## config.mk

```make
export PLATFORM = sky130hd
export DESIGN_NAME = reset_source_ctrl
export DESIGN_NICKNAME = d
export VERILOG_FILES = /design/src/reset_ctrl_pkg.sv /design/src/reset_source_ctrl.sv /design/src/persist_filter.sv
export VERILOG_INCLUDE_DIRS = /design/src
export SDC_FILE = /design/constraint.sdc
export NUM_CORES = 1
export LEC_CHECK = 0
export BUFFER_PORTS_ARGS = -buffer_cell sky130_fd_sc_hd__buf_2
export CAP_MARGIN = 20
export CORE_MARGIN = 5
export CORE_UTILIZATION = 64
export CTS_CLUSTER_SIZE = 20
export DETAILED_ROUTE_END_ITERATION = 8
export PLACE_DENSITY = 0.85
export SLEW_MARGIN = 0
export SYNTH_ARGS = -nofsm -noshare
export SYNTH_HDL_FRONTEND = slang
export SYNTH_SLANG_ARGS = --single-unit
```

## constraint.sdc

```tcl
create_clock -name clk -period 3.7 [get_ports clk]
set_clock_uncertainty 0.1 [all_clocks]
set_input_delay 0.555 -clock clk [delete_from_list [all_inputs] [get_ports clk]]
set_output_delay 0.555 -clock clk [all_outputs]
set_load 0.02 [all_outputs]
```

## src/reset_ctrl_params.svh

```systemverilog
// Constants for the reset source controller: register offsets, field
// positions, reset values and timing counts. Definitions only.
`ifndef RESET_CTRL_PARAMS_SVH
`define RESET_CTRL_PARAMS_SVH

`define RST_ADDR_PIN_SEL      4'h0
`define RST_ADDR_MODE_CTRL    4'h1
`define RST_ADDR_STATUS       4'h2
`define RST_ADDR_CTRL         4'h3

`define RST_PIN_SEL_PORT      8'h55
`define RST_PIN_SEL_RESET     8'haa

`define RST_MC_IDLE_KEEP_BIT  7
`define RST_MC_RSVD3_BIT      3
`define RST_MC_BROWNOUT_BIT   2
`define RST_MC_WDT_KEY_BIT    0

`define RST_ST_TIMEOUT_BIT    0
`define RST_ST_POWERDOWN_BIT  1
`define RST_ST_HOLD_BIT       2
`define RST_ST_POR_BIT        3

`define RST_CTRL_SLEEP_BIT    0

// Clock and delays, times in microseconds
`define RST_CLK_KHZ           50000
`define RST_EXT_DELAY_US      16700
`define RST_BOR_DELAY_US      50000
`define RST_BOR_QUAL_US       1000
`define RST_ASSERT_LAT        2
`define RST_EXT_DELAY_CYC     ((`RST_EXT_DELAY_US * `RST_CLK_KHZ) / 1000)
// Scaled first so the product stays inside a 32-bit int
`define RST_BOR_DELAY_CYC     (`RST_BOR_DELAY_US * (`RST_CLK_KHZ / 1000))
`define RST_BOR_QUAL_CYC      ((`RST_BOR_QUAL_US * `RST_CLK_KHZ + 999) / 1000)

`endif

```

## src/reset_ctrl_pkg.sv

```systemverilog
// Types shared by the reset source controller files.
// Assumes reset_ctrl_params.svh is compiled alongside.
package reset_ctrl_pkg;

	typedef enum logic [1:0] {
		SRC_NONE,
		SRC_EXTERNAL,
		SRC_BROWNOUT,
		SRC_WATCHDOG
	} reset_src_t;

	typedef struct packed {
		logic       pc_clear;
		logic       sp_clear;
		logic       sp_top;
		logic       irq_disable;
		logic       wdt_restart;
		logic       timers_off;
		logic       ports_input;
	} core_defaults_t;

	typedef struct packed {
		logic [3:0] addr;
		logic [7:0] wdata;
		logic       wr;
		logic       rd;
	} reg_req_t;

endpackage

```

## src/reset_source_ctrl.sv

```systemverilog
// Reset source and sequencing controller for a small microcontroller core.
// Assumes synchronous inputs on clk, a register port with read data one
// cycle after the read strobe, and a core that obeys the defaults outputs.
//
// Decided for this implementation: the placing of the registers and the strobed register port.
`timescale 1ns/1ns
`include "reset_ctrl_params.svh"
module reset_source_ctrl
	import reset_ctrl_pkg::*;
#(
	parameter int EXT_DELAY_CYC = `RST_EXT_DELAY_CYC,
	parameter int BOR_DELAY_CYC = `RST_BOR_DELAY_CYC,
	parameter int BOR_QUAL_CYC  = `RST_BOR_QUAL_CYC
)
(
	input  wire logic       clk,
	input  wire logic       resetn,
	input  wire logic       ext_reset_pin,
	input  wire logic       supply_low,
	input  wire logic       wdt_timeout,
	input  wire logic       wdt_key_bad,
	input  wire logic       sleep_entry,
	input  wire logic       wakeup,
	input  wire logic [3:0] reg_addr,
	input  wire logic [7:0] reg_wdata,
	input  wire logic       reg_wr,
	input  wire logic       reg_rd,
	output logic [7:0]      reg_rdata,
	output logic            core_reset_n,
	output logic            warm_reset,
	output logic            pin_is_reset,
	output core_defaults_t  core_defaults,
	output logic            timeout_flag,
	output logic            powerdown_flag,
	output logic            sleeping
);

	localparam int DW = $clog2(BOR_DELAY_CYC + 1);

	typedef enum logic [1:0] {
		ST_RUN,
		ST_PEND,
		ST_HOLD,
		ST_RELEASE
	} seq_state_t;

	seq_state_t     state_reg;
	reset_src_t     src_reg;
	reg_req_t       req;
	logic [DW-1:0]  delay_reg;
	logic [1:0]     lat_reg;
	logic [7:0]     pin_sel_reg;
	logic           idle_sysclk_keep;
	logic           reserved_bit_three;
	logic           brownout_flag;
	logic           wdt_ctrl_reset_flag;
	logic           por_seen_reg;
	logic           ext_meta_reg;
	logic           ext_sync_reg;
	logic           bor_qual;
	logic           ext_active;
	logic           hold_req;
	logic           wr_mode;

	assign req        = '{addr: reg_addr, wdata: reg_wdata,
		wr: reg_wr, rd: reg_rd};
	assign wr_mode    = req.wr && req.addr == `RST_ADDR_MODE_CTRL;
	assign ext_active = pin_is_reset && !ext_sync_reg;
	assign hold_req   = ext_active || bor_qual || wdt_key_bad
		|| (wdt_timeout && !sleeping);

	////////////////////////////////////////////////////////////////////////
	// External pin synchroniser

	always_ff @(posedge clk or negedge resetn)
	begin
		if (!resetn)
		begin
			ext_meta_reg <= 1'b1;
			ext_sync_reg <= 1'b1;
		end
		else
		begin
			ext_meta_reg <= ext_reset_pin;
			ext_sync_reg <= ext_meta_reg;
		end
	end

	////////////////////////////////////////////////////////////////////////
	// Brown-out qualification, gated off while asleep

	persist_filter #(
		.QUAL      (BOR_QUAL_CYC)
	) u_bor_filter (
		.clk       (clk),
		.resetn    (resetn),
		.enable    (!sleeping),
		.level_in  (supply_low),
		.qualified (bor_qual)
	);

	////////////////////////////////////////////////////////////////////////
	// Reset sequencer

	always_ff @(posedge clk or negedge resetn)
	begin
		if (!resetn)
		begin
			state_reg <= ST_HOLD;
			src_reg   <= SRC_EXTERNAL;
			delay_reg <= '0;
			lat_reg   <= '0;
		end
		else
		begin
			case (state_reg)
			ST_RUN:
				if (ext_active)
				begin
					state_reg <= ST_HOLD;
					src_reg   <= SRC_EXTERNAL;
				end
				else if (bor_qual || wdt_key_bad
					|| (wdt_timeout && !sleeping))
				begin
					// Internal sources assert 2~3 clocks late
					state_reg <= ST_PEND;
					lat_reg   <= 2'(`RST_ASSERT_LAT);
					src_reg   <= (bor_qual || wdt_key_bad)
						? SRC_BROWNOUT : SRC_WATCHDOG;
				end
			ST_PEND:
				if (ext_active)
				begin
					state_reg <= ST_HOLD;
					src_reg   <= SRC_EXTERNAL;
				end
				else if (lat_reg == 2'h1)
				begin
					state_reg <= ST_HOLD;
					delay_reg <= '0;
				end
				else
					lat_reg <= lat_reg - 2'h1;
			ST_HOLD:
			begin
				delay_reg <= '0;
				if (!ext_active && !bor_qual)
					state_reg <= ST_RELEASE;
			end
			ST_RELEASE:
				if (hold_req && (ext_active || bor_qual))
					state_reg <= ST_HOLD;
				else if ((src_reg == SRC_BROWNOUT
					&& delay_reg == DW'(BOR_DELAY_CYC - 1))
					|| (src_reg != SRC_BROWNOUT
					&& delay_reg == DW'(EXT_DELAY_CYC - 1)))
				begin
					state_reg <= ST_RUN;
					src_reg   <= SRC_NONE;
				end
				else
					delay_reg <= delay_reg + DW'(1);
			default:
				state_reg <= ST_HOLD;
			endcase
		end
	end

	// Asserts at once with resetn, lets go only on a clock edge
	always_ff @(posedge clk or negedge resetn)
	begin
		if (!resetn)
			core_reset_n <= 1'b0;
		else
			core_reset_n <= (state_reg == ST_RUN
				|| state_reg == ST_PEND);
	end

	// Sleep-mode watchdog: PC and SP only, nothing else
	always_ff @(posedge clk or negedge resetn)
	begin
		if (!resetn)
			warm_reset <= 1'b0;
		else
			warm_reset <= wdt_timeout && sleeping
				&& state_reg == ST_RUN;
	end

	always_ff @(posedge clk or negedge resetn)
	begin
		if (!resetn)
			core_defaults <= '1;
		else if (wdt_timeout && sleeping && state_reg == ST_RUN)
			core_defaults <= '{pc_clear: 1'b1, sp_clear: 1'b1,
				default: 1'b0};
		else if (state_reg != ST_RUN)
			core_defaults <= '{pc_clear: 1'b1, sp_clear: 1'b0,
				default: 1'b1};
		else
			core_defaults <= '0;
	end

	////////////////////////////////////////////////////////////////////////
	// Power mode

	always_ff @(posedge clk or negedge resetn)
	begin
		if (!resetn)
			sleeping <= 1'b0;
		else if (wakeup || state_reg != ST_RUN)
			sleeping <= 1'b0;
		else if (wdt_timeout && sleeping)
			sleeping <= 1'b0;
		else if (sleep_entry)
			sleeping <= 1'b1;
	end

	////////////////////////////////////////////////////////////////////////
	// Status flags

	always_ff @(posedge clk or negedge resetn)
	begin
		if (!resetn)
		begin
			timeout_flag   <= 1'b0;
			powerdown_flag <= 1'b0;
		end
		else if (wdt_timeout && state_reg == ST_RUN)
		begin
			timeout_flag   <= 1'b1;
			powerdown_flag <= powerdown_flag || sleeping;
		end
		else if (sleep_entry && state_reg == ST_RUN)
			powerdown_flag <= 1'b1;
		// Brown-out leaves both untouched
	end

	////////////////////////////////////////////////////////////////////////
	// Registers

	always_ff @(posedge clk or negedge resetn)
	begin
		if (!resetn)
			pin_sel_reg <= `RST_PIN_SEL_PORT;
		else if (state_reg == ST_HOLD)
			pin_sel_reg <= `RST_PIN_SEL_PORT;
		else if (req.wr && req.addr == `RST_ADDR_PIN_SEL)
			pin_sel_reg <= req.wdata;
	end

	always_ff @(posedge clk or negedge resetn)
	begin
		if (!resetn)
			pin_is_reset <= 1'b0;
		else
			pin_is_reset <= pin_sel_reg == `RST_PIN_SEL_RESET;
	end

	always_ff @(posedge clk or negedge resetn)
	begin
		if (!resetn)
		begin
			idle_sysclk_keep   <= 1'b0;
			reserved_bit_three <= 1'b0;
		end
		else if (wr_mode)
		begin
			idle_sysclk_keep   <= req.wdata[`RST_MC_IDLE_KEEP_BIT];
			reserved_bit_three <= req.wdata[`RST_MC_RSVD3_BIT];
		end
	end

	// Set wins over a same-cycle software clear
	always_ff @(posedge clk or negedge resetn)
	begin
		if (!resetn)
			brownout_flag <= 1'b0;
		else if (bor_qual)
			brownout_flag <= 1'b1;
		else if (wr_mode && !req.wdata[`RST_MC_BROWNOUT_BIT])
			brownout_flag <= 1'b0;
	end

	always_ff @(posedge clk or negedge resetn)
	begin
		if (!resetn)
			wdt_ctrl_reset_flag <= 1'b0;
		else if (wdt_key_bad)
			wdt_ctrl_reset_flag <= 1'b1;
		else if (wr_mode && !req.wdata[`RST_MC_WDT_KEY_BIT])
			wdt_ctrl_reset_flag <= 1'b0;
	end

	always_ff @(posedge clk or negedge resetn)
	begin
		if (!resetn)
			por_seen_reg <= 1'b1;
		else if (req.rd && req.addr == `RST_ADDR_STATUS)
			por_seen_reg <= 1'b0;
	end

	always_ff @(posedge clk or negedge resetn)
	begin
		if (!resetn)
			reg_rdata <= 8'h00;
		else if (!req.rd)
			reg_rdata <= 8'h00;
		else
			case (req.addr)
			`RST_ADDR_PIN_SEL:
				reg_rdata <= pin_sel_reg;
			`RST_ADDR_MODE_CTRL:
				reg_rdata <= {idle_sysclk_keep, 3'h0, reserved_bit_three,
					brownout_flag, 1'b0, wdt_ctrl_reset_flag};
			`RST_ADDR_STATUS:
				reg_rdata <= {4'h0, por_seen_reg,
					state_reg != ST_RUN, powerdown_flag, timeout_flag};
			`RST_ADDR_CTRL:
				reg_rdata <= {7'h00, sleeping};
			default:
				reg_rdata <= 8'h00;
			endcase
	end

endmodule

```

## src/persist_filter.sv

```systemverilog
// Counts how long a level input has stood high and flags it once it has
// stood for QUAL cycles. Assumes a synchronous input and one clock.
`timescale 1ns/1ns
module persist_filter
#(
	parameter int QUAL = 16
)
(
	input  wire logic clk,
	input  wire logic resetn,
	input  wire logic enable,
	input  wire logic level_in,
	output logic      qualified
);

	localparam int CW = $clog2(QUAL + 1);

	logic [CW-1:0] count_reg;

	// Short episodes drop the count back to zero, never reaching QUAL
	always_ff @(posedge clk or negedge resetn)
	begin
		if (!resetn)
			count_reg <= '0;
		else if (!enable || !level_in)
			count_reg <= '0;
		else if (count_reg != CW'(QUAL))
			count_reg <= count_reg + CW'(1);
	end

	always_ff @(posedge clk or negedge resetn)
	begin
		if (!resetn)
			qualified <= 1'b0;
		else
			qualified <= enable && level_in && (count_reg >= CW'(QUAL - 1));
	end

endmodule

```

==> results of run 1 <==
cell families after synthesis:
kind of cell	Yosys count
fa+ha+maj	10
buf+inv	56
mux	20
xor+xnor	11
simple gates	197
flops	77
compound gates	89
critical path: stages (launching register included):
cell and delay, ns:
dfrtp_1 0.43, ha_1 0.32, inv_1 0.40, a22oi_1 0.17, buf_4 0.21, or2_0 0.34, buf_4 0.26, a2111oi_1 0.43
a211oi_2 0.08
layout by cell type (no fill, tap or decap), types with 5 or more instances in the layout:
master     n
dfrtp_1   65
buf_2     41
nor2_1    39
nand2_1   31
inv_1     23
nor3_1    19
o21ai_0   19
nand4_1   19
nand3_1   16
mux2i_1   14
a21oi_1   13
dfstp_2   12
nor4_1    11
nor2b_1   10
ha_1      10
and2_1     9
clkbuf_8   9
and3_1     8
a211o_1    8
nand2b_1   7
buf_4      7
a31oi_1    6
or3_1      6
xor2_1     6
and4_1     5
xnor2_1    5
a22o_1     5
mux2_2     5
per-layer routing:
| metal | vias to the layer above | track usage |
|---|---|---|
| li1 | 1720 | - |
| met1 | 1726 | 0.3141 |
| met2 | 125 | 0.3989 |
| met3 | 28 | 0.06742 |
| met4 | 0 | 0.08059 |
| met5 | - | 0 |
power by group:
part	internal, mW	switching (mW)
Clock	0.451	0.314
Sequential	0.970	0.0835
Combinational	0.334	0.595
area by class of cell:
type / instances / area [um2]
clock buffer: 9 / 123.9
clock inverter: 7 / 121.4
fill: 505 / 1933
inverter: 23 / 86.33
multi-input combinational: 327 / 2192
sequential: 77 / 1942
tap: 80 / 100.1
timing repair buffer: 48 / 257.7
worst min-delay path by stage:
| stage | startpoint | end | slack [ns] |
|---|---|---|---|
| after global placement | ext_meta_reg | ext_sync_reg | 0.25 |
| after CTS | ext_reset_pin | ext_meta_reg | 0.18 |
| after floorplan | resetn | brownout_flag | 0.16 |
| after detailed placement | ext_meta_reg | ext_sync_reg | 0.25 |
| after global routing | ext_reset_pin | ext_meta_reg | 0.17 |
| final | ext_reset_pin | ext_meta_reg | 0.19 |
cells in the mapped netlist, types with 12 or more instances:
library cell	number	share of area
dfrtp_1	65	0.37
nor2_1	39	0.033
nand2_1	31	0.026
inv_1	23	0.020
nand4_1	19	0.027
nor3_1	19	0.022
o21ai_0	19	0.022
clkbuf_1	17	0.015
nand3_1	16	0.018
mux2i_1	14	0.032
a21oi_1	13	0.015
dfstp_2	12	0.072
per-stage QoR:
stage | worst slack, ns | area (um2) | hold slack [ns]
after floorplan | 1.495 | 4394 | 0.1594
after global placement | 1.041 | 4578 | 0.2468
after detailed placement | 0.8654 | 4578 | 0.2478
after CTS | 0.8443 | 4823 | 0.1773
after global routing | 0.7077 | 4823 | 0.1657
final | 0.8186 | 4823 | 0.1928
==> flow_summary_export.csv, run 1 <==
group,metric,value,unit
routing,wl_met1,4.232,mm
routing,avgViaCountPerCell,6.303,
critical_path,cp_max_fo,19,
synth,synth_top_family_by_area,"simple AND/OR/NAND/NOR gates",
floorplanning,die_h,92.86,um
min_path,holdCritPathClass,"in -> reg",
clock_network,cts-root-buf,"clkbuf_8",
critical_path,crit_path_end_kind,"flop",
run_status,status,"complete, no violations",
global_routing,grt_overflow,0,
clock_network,post_cts_buffers,0,
synth,synth_area,0.004394,mm2
global_routing,antenna_found_initial,0,
pwr,p_total,2.748,mW
routing,vias,3599,
synth,synth_flop_cell,"dfrtp_1",
clock_network,cts_tree,"yes",
floorplanning,ioPinCount,43,
critical_path,worstPathRequired,3.83,ns
synth,seq_area_frac_synth,0.4419,
cells_and_area,final_cells,571,
synth,synthXorXnorAreaFrac,0.02192,
timing,hold_violations,0,
routing,dr_wl_met3,529,um
global_routing,grt_pass1_vias,3603,
timing,timing.fmax,0.3471,GHz
routing,wirelength,9.726,mm
routing,top_layer,"met4",
min_path,hold_depth,1,
floorplanning,die_area,0.008623,mm2
synth,synth_fa_ha_area_frac,0.02847,
synth,yosysWarnings,0,
clock_network,cts_made_buffers,9,
critical_path,crit_start,"state_reg[0]",
clock_network,cts_max_level,3,
clock_network,clk_latency,0.36,ns
synth,ys_seq_elements,77,
synth,muxShareOfSynthArea,0.04727,
synth,synthSimpleGateAreaFrac,0.2486,
routing,firstDrtPassIters,5,
synth,syn_inst,460,
place,hpwl,6.759,mm
critical_path,criticalPathCategory,"reg -> reg",
cells_and_area,largest_reg_flops,22,
global_routing,grt_pass1_wl,16.87,mm
flow_run,cap_violations,0,
pwr,leakage,2.071,nW
clock_network,postCtsHoldBufs,0,
synth,synth_compound_area_frac,0.1526,
synth,async_flop_share,1.000,
place,io_buffers,42,
clock_network,clk_path_buf_depth,2,
clock_network,cts_resized,0,
routing,wl_per_cell,17.03,um
routing,wl_met2,4.735,mm
timing,rsz0062_at_grt,"no",
clock_network,clkSinkCount,77,
critical_path,reg2reg_setup_slack,0.82,ns
floorplanning,core-area,0.006756,mm2
critical_path,startpoint_type,"flop",
global_routing,gr-usage-all-layers,0.2442,
timing,slew_headroom,0.3730,
pwr,ir_drop,0.3231,mV
floorplanning,die_w,92.86,um
cells_and_area,finalNetCount,518,
synth,syn_area_per_cell,9.553,um2
pwr,power_density,569.8,mW/mm2
critical_path,worstPathArrival,3.01,ns
routing,route.detailed.drc,0,
timing,setup_viol,0,
timing,worstMarginPinSlew,0.9405,ns
floorplanning,num_rows,30,
critical_path,r2r_cells,8,
cells_and_area,area_growth,9.767,%
timing,drv_slew,0,
synth,syn_nets,492,
critical_path,endpoint,"delay_reg[4]",
clock_network,path_clk_slew,0.08,ns
cells_and_area,drive_gt1_frac,0.1914,
cells_and_area,utilization,0.7139,
routing,dr.first_iter.drc_count,281,
timing,tns,0,ns
critical_path,r2r_start,"state_reg[0]",
synth,synth_edf_count,0,
floorplanning,start_util,0.6504,
synth,yosys.cell_types.count,68,
critical_path,r2r-end,"delay_reg[4]",
place,gp_congestion,0.9050,
timing,layout_min_cycle_time,2.881,ns
place,dp.cells,555,
cells_and_area,antenna_cells,0,
routing,ant_nets,0,
global_routing,grt_max_degree,78,
timing,layout_worst_path_cycle_share,0.7788,
(Power assumes the default switching activity.)
==> run 2, diff against run 1 <==
ABC_AREA = 1   (was not set)
CORE_UTILIZATION = 59   (was 64)
PLACE_DENSITY = 0.8   (was 0.85)
clock period = 2.98 ns   (was 3.7 ns; I/O delays follow)
==> run 2 against run 1 <==
Wire length down 5.5%. Non-clock buffer count down 6. Die area up 6.7%. Via count up 3.6%. Synthesized cell count up 25%. Critical path depth up 1. Critical endpoint is now delay_reg[0]. Synthesized area down 0.88%. Power up 10%. Combinational power down 8.6%. Sequential power up 20%.
==> flow_summary_export.csv, run 2 <==
group,metric,value,unit
place,placedInstanceArea,0.004586,mm2
timing,rsz0062_at_grt,"no",
timing,layout_min_cycle_time,2.197,ns
routing,vias,3727,
pwr,switchingPower,1.104,mW
pwr,p_int,1.919,mW
pwr,ir_drop,0.4616,mV
timing,worstMarginPinSlew,0.9374,ns
floorplanning,core-area,0.007214,mm2
synth,synth_area_leaders,"dfrtp_1 37%, nand2_1 14%, dfstp_2 7.2%",
routing,ant_nets,0,
timing,tns,0,ns
pwr,leakage,2.511,nW
clock_network,cts_made_buffers,9,
critical_path,slowest_delay,0.56,ns
routing,route.detailed.drc,0,
synth,synth_area,0.004355,mm2
synth,synth_edf_count,0,
critical_path,r2r-end,"delay_reg[0]",
global_routing,grt_overflow,0,
synth,syn_area_per_cell,7.548,um2
cells_and_area,fin_area,0.004815,mm2
synth,ys_seq_elements,77,
synth,synth_top_cell_area_share,0.3735,
place,hpwl,6.764,mm
clock_network,cts-root-buf,"clkbuf_8",
synth,syn_nets,609,
place,dp.cells,706,
critical_path,startpoint_type,"flop",
cells_and_area,drive_gt1_frac,0.1766,
clock_network,clkSinkCount,77,
synth,seq_area_frac_synth,0.4458,
cells_and_area,final_common_cell,"nand2_1",
clock_network,post_cts_buffers,0,
timing,drv_slew,0,
floorplanning,num_rows,31,
place,gp_congestion,0.9289,
routing,firstDrtPassIters,5,
min_path,holdCritPathClass,"in -> reg",
floorplanning,die_area,0.009201,mm2
clock_network,clk_path_buf_depth,2,
routing,wirelength,9.192,mm
critical_path,crit_start,"state_reg[1]",
cells_and_area,antenna_cells,0,
clock_network,postCtsHoldBufs,0,
critical_path,worstPathArrival,2.35,ns
pwr,power_density,627.8,mW/mm2
pwr,p_seq_frac,0.416,
timing,layout_worst_path_cycle_share,0.7374,
critical_path,r2r_cells,9,
run_status,status,"complete, no violations",
clock_network,cts_resized,0,
cells_and_area,largest_reg_flops,22,
pwr,swShare,0.3651,
synth,synth_flop_cell,"dfrtp_1",
synth,yosys.cell_types.count,39,
critical_path,endpoint,"delay_reg[0]",
routing,avgViaCountPerCell,5.162,
floorplanning,die_w,95.92,um
critical_path,r2r_start,"state_reg[1]",
global_routing,grt_max_degree,78,
timing,slew_headroom,0.3751,
floorplanning,die_h,95.92,um
clock_network,path_clk_slew,0.09,ns
cells_and_area,final_cell_mix,"157 x nand2_1, 77 x inv_1, 75 x nor2_1",
critical_path,path_cells,"inv_1, ha_1, inv_1, a21oi_1, nand3b_1, inv_1, nand2_4, nand2_2, nand2_1",
timing,setup_viol,0,
pwr,pwr-share-comb,0.281,
cells_and_area,finalNetCount,650,
flow_run,cap_violations,0,
synth,yosysWarnings,0,
synth,syn_inst,577,
place,io_buffers,42,
synth,synth_most_common_cell,"nand2_1",
global_routing,gr-usage-all-layers,0.2226,
critical_path,cp_common_cell,"inv_1",
pwr,pwr-share-clk,0.303,
global_routing,grt_pass1_wl,16.13,mm
clock_network,clk_latency,0.36,ns
critical_path,reg2reg_setup_slack,0.78,ns
critical_path,crit_path_end_kind,"flop",
floorplanning,ioPinCount,43,
critical_path,crit_slowest_cell,"dfstp_2",
timing,timing.fmax,0.4551,GHz
cells_and_area,area_growth,10.54,%
cells_and_area,final_cells,722,
synth,async_flop_share,1.000,
floorplanning,start_util,0.6037,
global_routing,antenna_found_initial,0,
clock_network,cts_max_level,3,
clock_network,cts_tree,"yes",
critical_path,criticalPathCategory,"reg -> reg",
routing,wl_per_cell,12.73,um
timing,hold_violations,0,
synth,yosys.area.top_type,"dfrtp_1",
global_routing,grt_pass1_vias,3559,
critical_path,cp_max_fo,22,
critical_path,worstPathRequired,3.13,ns
routing,dr.first_iter.drc_count,214,
synth,synth.cells.most_frequent,"157 x nand2_1, 77 x inv_1, 75 x nor2_1, 65 x dfrtp_1, 38 x nand3_1",
-- run 2: cell types whose count changed after synthesis, sizes merged, moves of 14 or more --
cell	before	now
nand2	31	185
inv	23	82
nand3	16	40
mux2i	14	0
nor2	39	78
clkbuf	18	2
-- run 2: kinds of logic (layout without fill, tap and decap cells) --
group,after synthesis,count (layout),synth area share
simple gates,327,327,0.3309
buf+inv,94,140,0.09509
flops,77,77,0.4458
compound gates,53,53,0.06723
xor+xnor,16,16,0.03217
fa+ha+maj,10,10,0.02873
-- run 2: power by group through the flow --
stage                     combinational, mW  clock (mW)  sequential [mW]
after floorplan                       0.729           0             1.30
after global placement                0.817           0             1.27
after detailed placement              0.841           0             1.27
after CTS                             0.847       0.932             1.26
after global routing                  0.950       0.971             1.27
final                                 0.849       0.916             1.26
-- run 2: through the flow --
step	util	hold WS, ns	total power, mW	setup WS, ns
2_1_floorplan	-	0.05141	2.027	1.082
3_3_place_gp	0.6356	0.2464	2.087	0.9358
3_5_place_dp	0.6356	0.2510	2.115	0.8402
4_1_cts	0.6674	0.06089	3.035	0.8068
5_1_grt	0.6674	0.05404	3.194	0.6638
6_report	0.6674	0.07158	3.023	0.7826
-- run 2: worst min path at each step --
stage             startpoint  slack (ns)             to  depth (start not counted)
5_1_grt        ext_reset_pin        0.05   ext_meta_reg                          1
6_report       ext_reset_pin        0.07   ext_meta_reg                          1
4_1_cts        ext_reset_pin        0.06   ext_meta_reg                          1
2_1_floorplan         resetn        0.05  brownout_flag                          0
3_3_place_gp    ext_meta_reg        0.25   ext_sync_reg                          0
3_5_place_dp    ext_meta_reg        0.25   ext_sync_reg                          0
-- run 2: cell type report --
class	count	area [um2]
fillers	606	2400
well taps	99	123.9
inverters	82	307.8
clock inverters	7	105.1
flip-flops and latches	77	1942
multi-input cells	406	1999
clock buffers	9	123.9
repair buffers	42	212.7
-- run 2: metal layers --
layer | vias up | GRT usage | wire (um)
met4 | 0 | 0.06635 | 116
met3 | 12 | 0.05473 | 433
met1 | 1744 | 0.2998 | 4301
met5 | - | 0 | 0
met2 | 85 | 0.3567 | 4339
li1 | 1886 | - | -
-- run 2: critical path, delay by kind of cell (launching register included) --
family	cells	cell delay, ns
AND/OR/NAND/NOR	4	0.68
adder cells (fa/ha/maj)	1	0.20
AO/OA/AOI/OAI	1	0.07
buffers and inverters	3	0.45
flip-flops	1	0.56
==> run 3, diff against run 2 <==
ABC_AREA = 0   (was 1)
CORE_UTILIZATION = 54   (was 59)
PLACE_DENSITY = 0.77   (was 0.8)
clock period = 1.85 ns   (was 2.98 ns; I/O delays follow)
==> run 3 against run 2 <==
Design area grew 23%. The run now ends with setup timing left. Global-route usage grew 3.0 points. Flip-flop and latch count is the same. Clock-buffer cell count is the same. Sequential power grew 67%. Highest routed layer unchanged. Largest power group is now combinational cells. Via count grew 12%. Utilization grew 6.7 points. Worst setup slack lost 1.0 ns. Combinational power grew to 4.1 times the previous value. Critical endpoint is now delay_reg[4].
==> flow_summary_export.csv, run 3 (synthesis gave the netlist of run 1 again) <==
group,metric,value,unit
critical_path,r2r-end,"delay_reg[4]",
global_routing,grt_overflow,0,
critical_path,crit_slowest_cell,"dfstp_2",
critical_path,reg2reg_setup_slack,-0.26,ns
place,hpwl,8.203,mm
global_routing,gr-usage-all-layers,0.2527,
critical_path,startpoint_type,"flop",
global_routing,grt_pass1_vias,4271,
timing,tns,-3.927,ns
min_path,min_to,"pin_sel_reg[6]",
min_path,holdCritPathClass,"in -> reg",
timing,slew_headroom,0.6870,
timing,layout_min_cycle_time,2.115,ns
floorplanning,die_h,100.2,um
critical_path,r2r_cells,8,
timing,whs,0.02989,ns
timing,worstMarginPinSlew,0.4696,ns
floorplanning,start_util,0.5458,
routing,dr.first_iter.drc_count,321,
place,io_buffers,42,
cells_and_area,fillers,538,
critical_path,r2r_start,"state_reg[1]",
critical_path,crit_family,"flip-flops",
cells_and_area,area_growth,34.60,%
place,placedInstanceArea,0.005293,mm2
pwr,leakage,2.565,nW
timing,setup_viol,24,
routing,avgViaCountPerCell,6.088,
routing,vias,4170,
floorplanning,die_area,0.01004,mm2
cells_and_area,antenna_cells,0,
cells_and_area,utilization,0.7346,
critical_path,worstPathArrival,2.29,ns
critical_path,slowest_delay,0.58,ns
timing,layout_worst_path_cycle_share,1.143,
timing,setup_ws,-0.2648,ns
floorplanning,num_rows,33,
floorplanning,die_w,100.2,um
clock_network,clk_latency,0.36,ns
routing,route.detailed.drc,0,
place,pre_cts_slack,-0.2934,ns
pwr,p_total,6.820,mW
timing,timing.fmax,0.4729,GHz
place,gp_congestion,0.9062,
critical_path,crit_buf_inv,2,
floorplanning,core-area,0.008051,mm2
cells_and_area,final_cell_mix,"77 x buf_4, 62 x dfrtp_1, 41 x buf_2",
clock_network,clk_path_buf_depth,2,
cells_and_area,finalNetCount,607,
clock_network,clkSinkCount,77,
min_path,hold_depth,2,
clock_network,cts_made_buffers,9,
cells_and_area,final_cells,685,
global_routing,antenna_found_initial,0,
cells_and_area,drive_gt1_frac,0.3983,
critical_path,worstPathRequired,2.02,ns
timing,hold_violations,0,
clock_network,cts_max_level,3,
routing,wirelength,12.60,mm
place,dp.cells,652,
clock_network,cts_tree,"yes",
timing,rsz0062_at_grt,"yes",
flow_run,cap_violations,0,
floorplanning,ioPinCount,43,
cells_and_area,largest_reg_flops,22,
global_routing,grt_pass1_wl,20.42,mm
critical_path,path_cells,"buf_6, ha_4, nor2b_4, a22oi_2, or2_4, buf_8, a211o_1, a211oi_2",
run_status,status,"complete, but fails checks",
timing,drv_slew,0,
routing,ant_nets,0,
critical_path,crit_path_end_kind,"flop",
pwr,ir_drop,0.6194,mV
global_routing,grt_max_degree,31,
clock_network,cts-root-buf,"clkbuf_8",
cells_and_area,fin_area,0.005914,mm2
min_path,min_from,"reg_wdata[6]",
routing,wl_per_cell,18.39,um
cells_and_area,final_common_cell,"buf_4",
clock_network,path_clk_slew,0.10,ns
critical_path,cp_max_fo,8,
routing,firstDrtPassIters,5,
pwr,power_density,1153,mW/mm2
run_status,violations,"setup timing",
critical_path,criticalPathCategory,"reg -> reg",
## run 3: changes by cell type in the layout (fill, tap and decap cells not counted), sizes merged, moves of 10 or more
| cell | change |
|---|---|
| nand4 | +11 |
| nand3 | -24 |
| inv | -58 |
| buf | +92 |
| nor2 | -39 |
| mux2i | +14 |
| nor2b | +10 |
| nor4 | +10 |
| nand2 | -154 |
## run 3: routing by layer
layer / vias up / part of all wire / track usage / wire, um
li1: 1899 / - / - / -
met4: 0 / 0.035 / 0.1005 / 445
met3: 45 / 0.058 / 0.04239 / 731
met2: 160 / 0.51 / 0.4353 / 6385
met5: - / 0 / 0 / 0
met1: 2066 / 0.40 / 0.3158 / 5033
## run 3: final cells by class
type                    instances  area, um2  area share
repair buffers                137       1015      0.1716
inverters                      23      88.84     0.01502
multi-input cells             327       2542      0.4299
clock inverters                 7      67.56     0.01142
well taps                     105      131.4     0.02221
flip-flops and latches         77       1946      0.3290
clock buffers                   9      123.9     0.02094
## run 3: repair_timing
action,4_1_cts,5_1_grt
hold endpoints to repair,22,0
hold buffers,3,0
setup buffers,13,2
pin swaps,9,8
endpoints found under the setup margin,27,32
gates resized for setup,34,38
## run 3: report_power, final
| group | internal, mW | switching [mW] | total (mW) |
|---|---|---|---|
| Clock | 0.523 | 0.739 | 1.26 |
| Combinational | 1.66 | 1.80 | 3.46 |
| Sequential | 1.94 | 0.159 | 2.10 |
## run 3: worst max-delay path by stage
stage	slack [ns]	to	start	cells past startpoint
6_report	-0.26	delay_reg[4]	state_reg[1]	8
5_1_grt	-0.33	delay_reg[2]	state_reg[1]	8
4_1_cts	-0.22	delay_reg[2]	state_reg[1]	9
3_5_place_dp	-0.29	delay_reg[2]	state_reg[1]	7
3_3_place_gp	-0.23	state_reg[0]	state_reg[1]	7
2_1_floorplan	-0.23	src_reg[0]	state_reg[1]	8
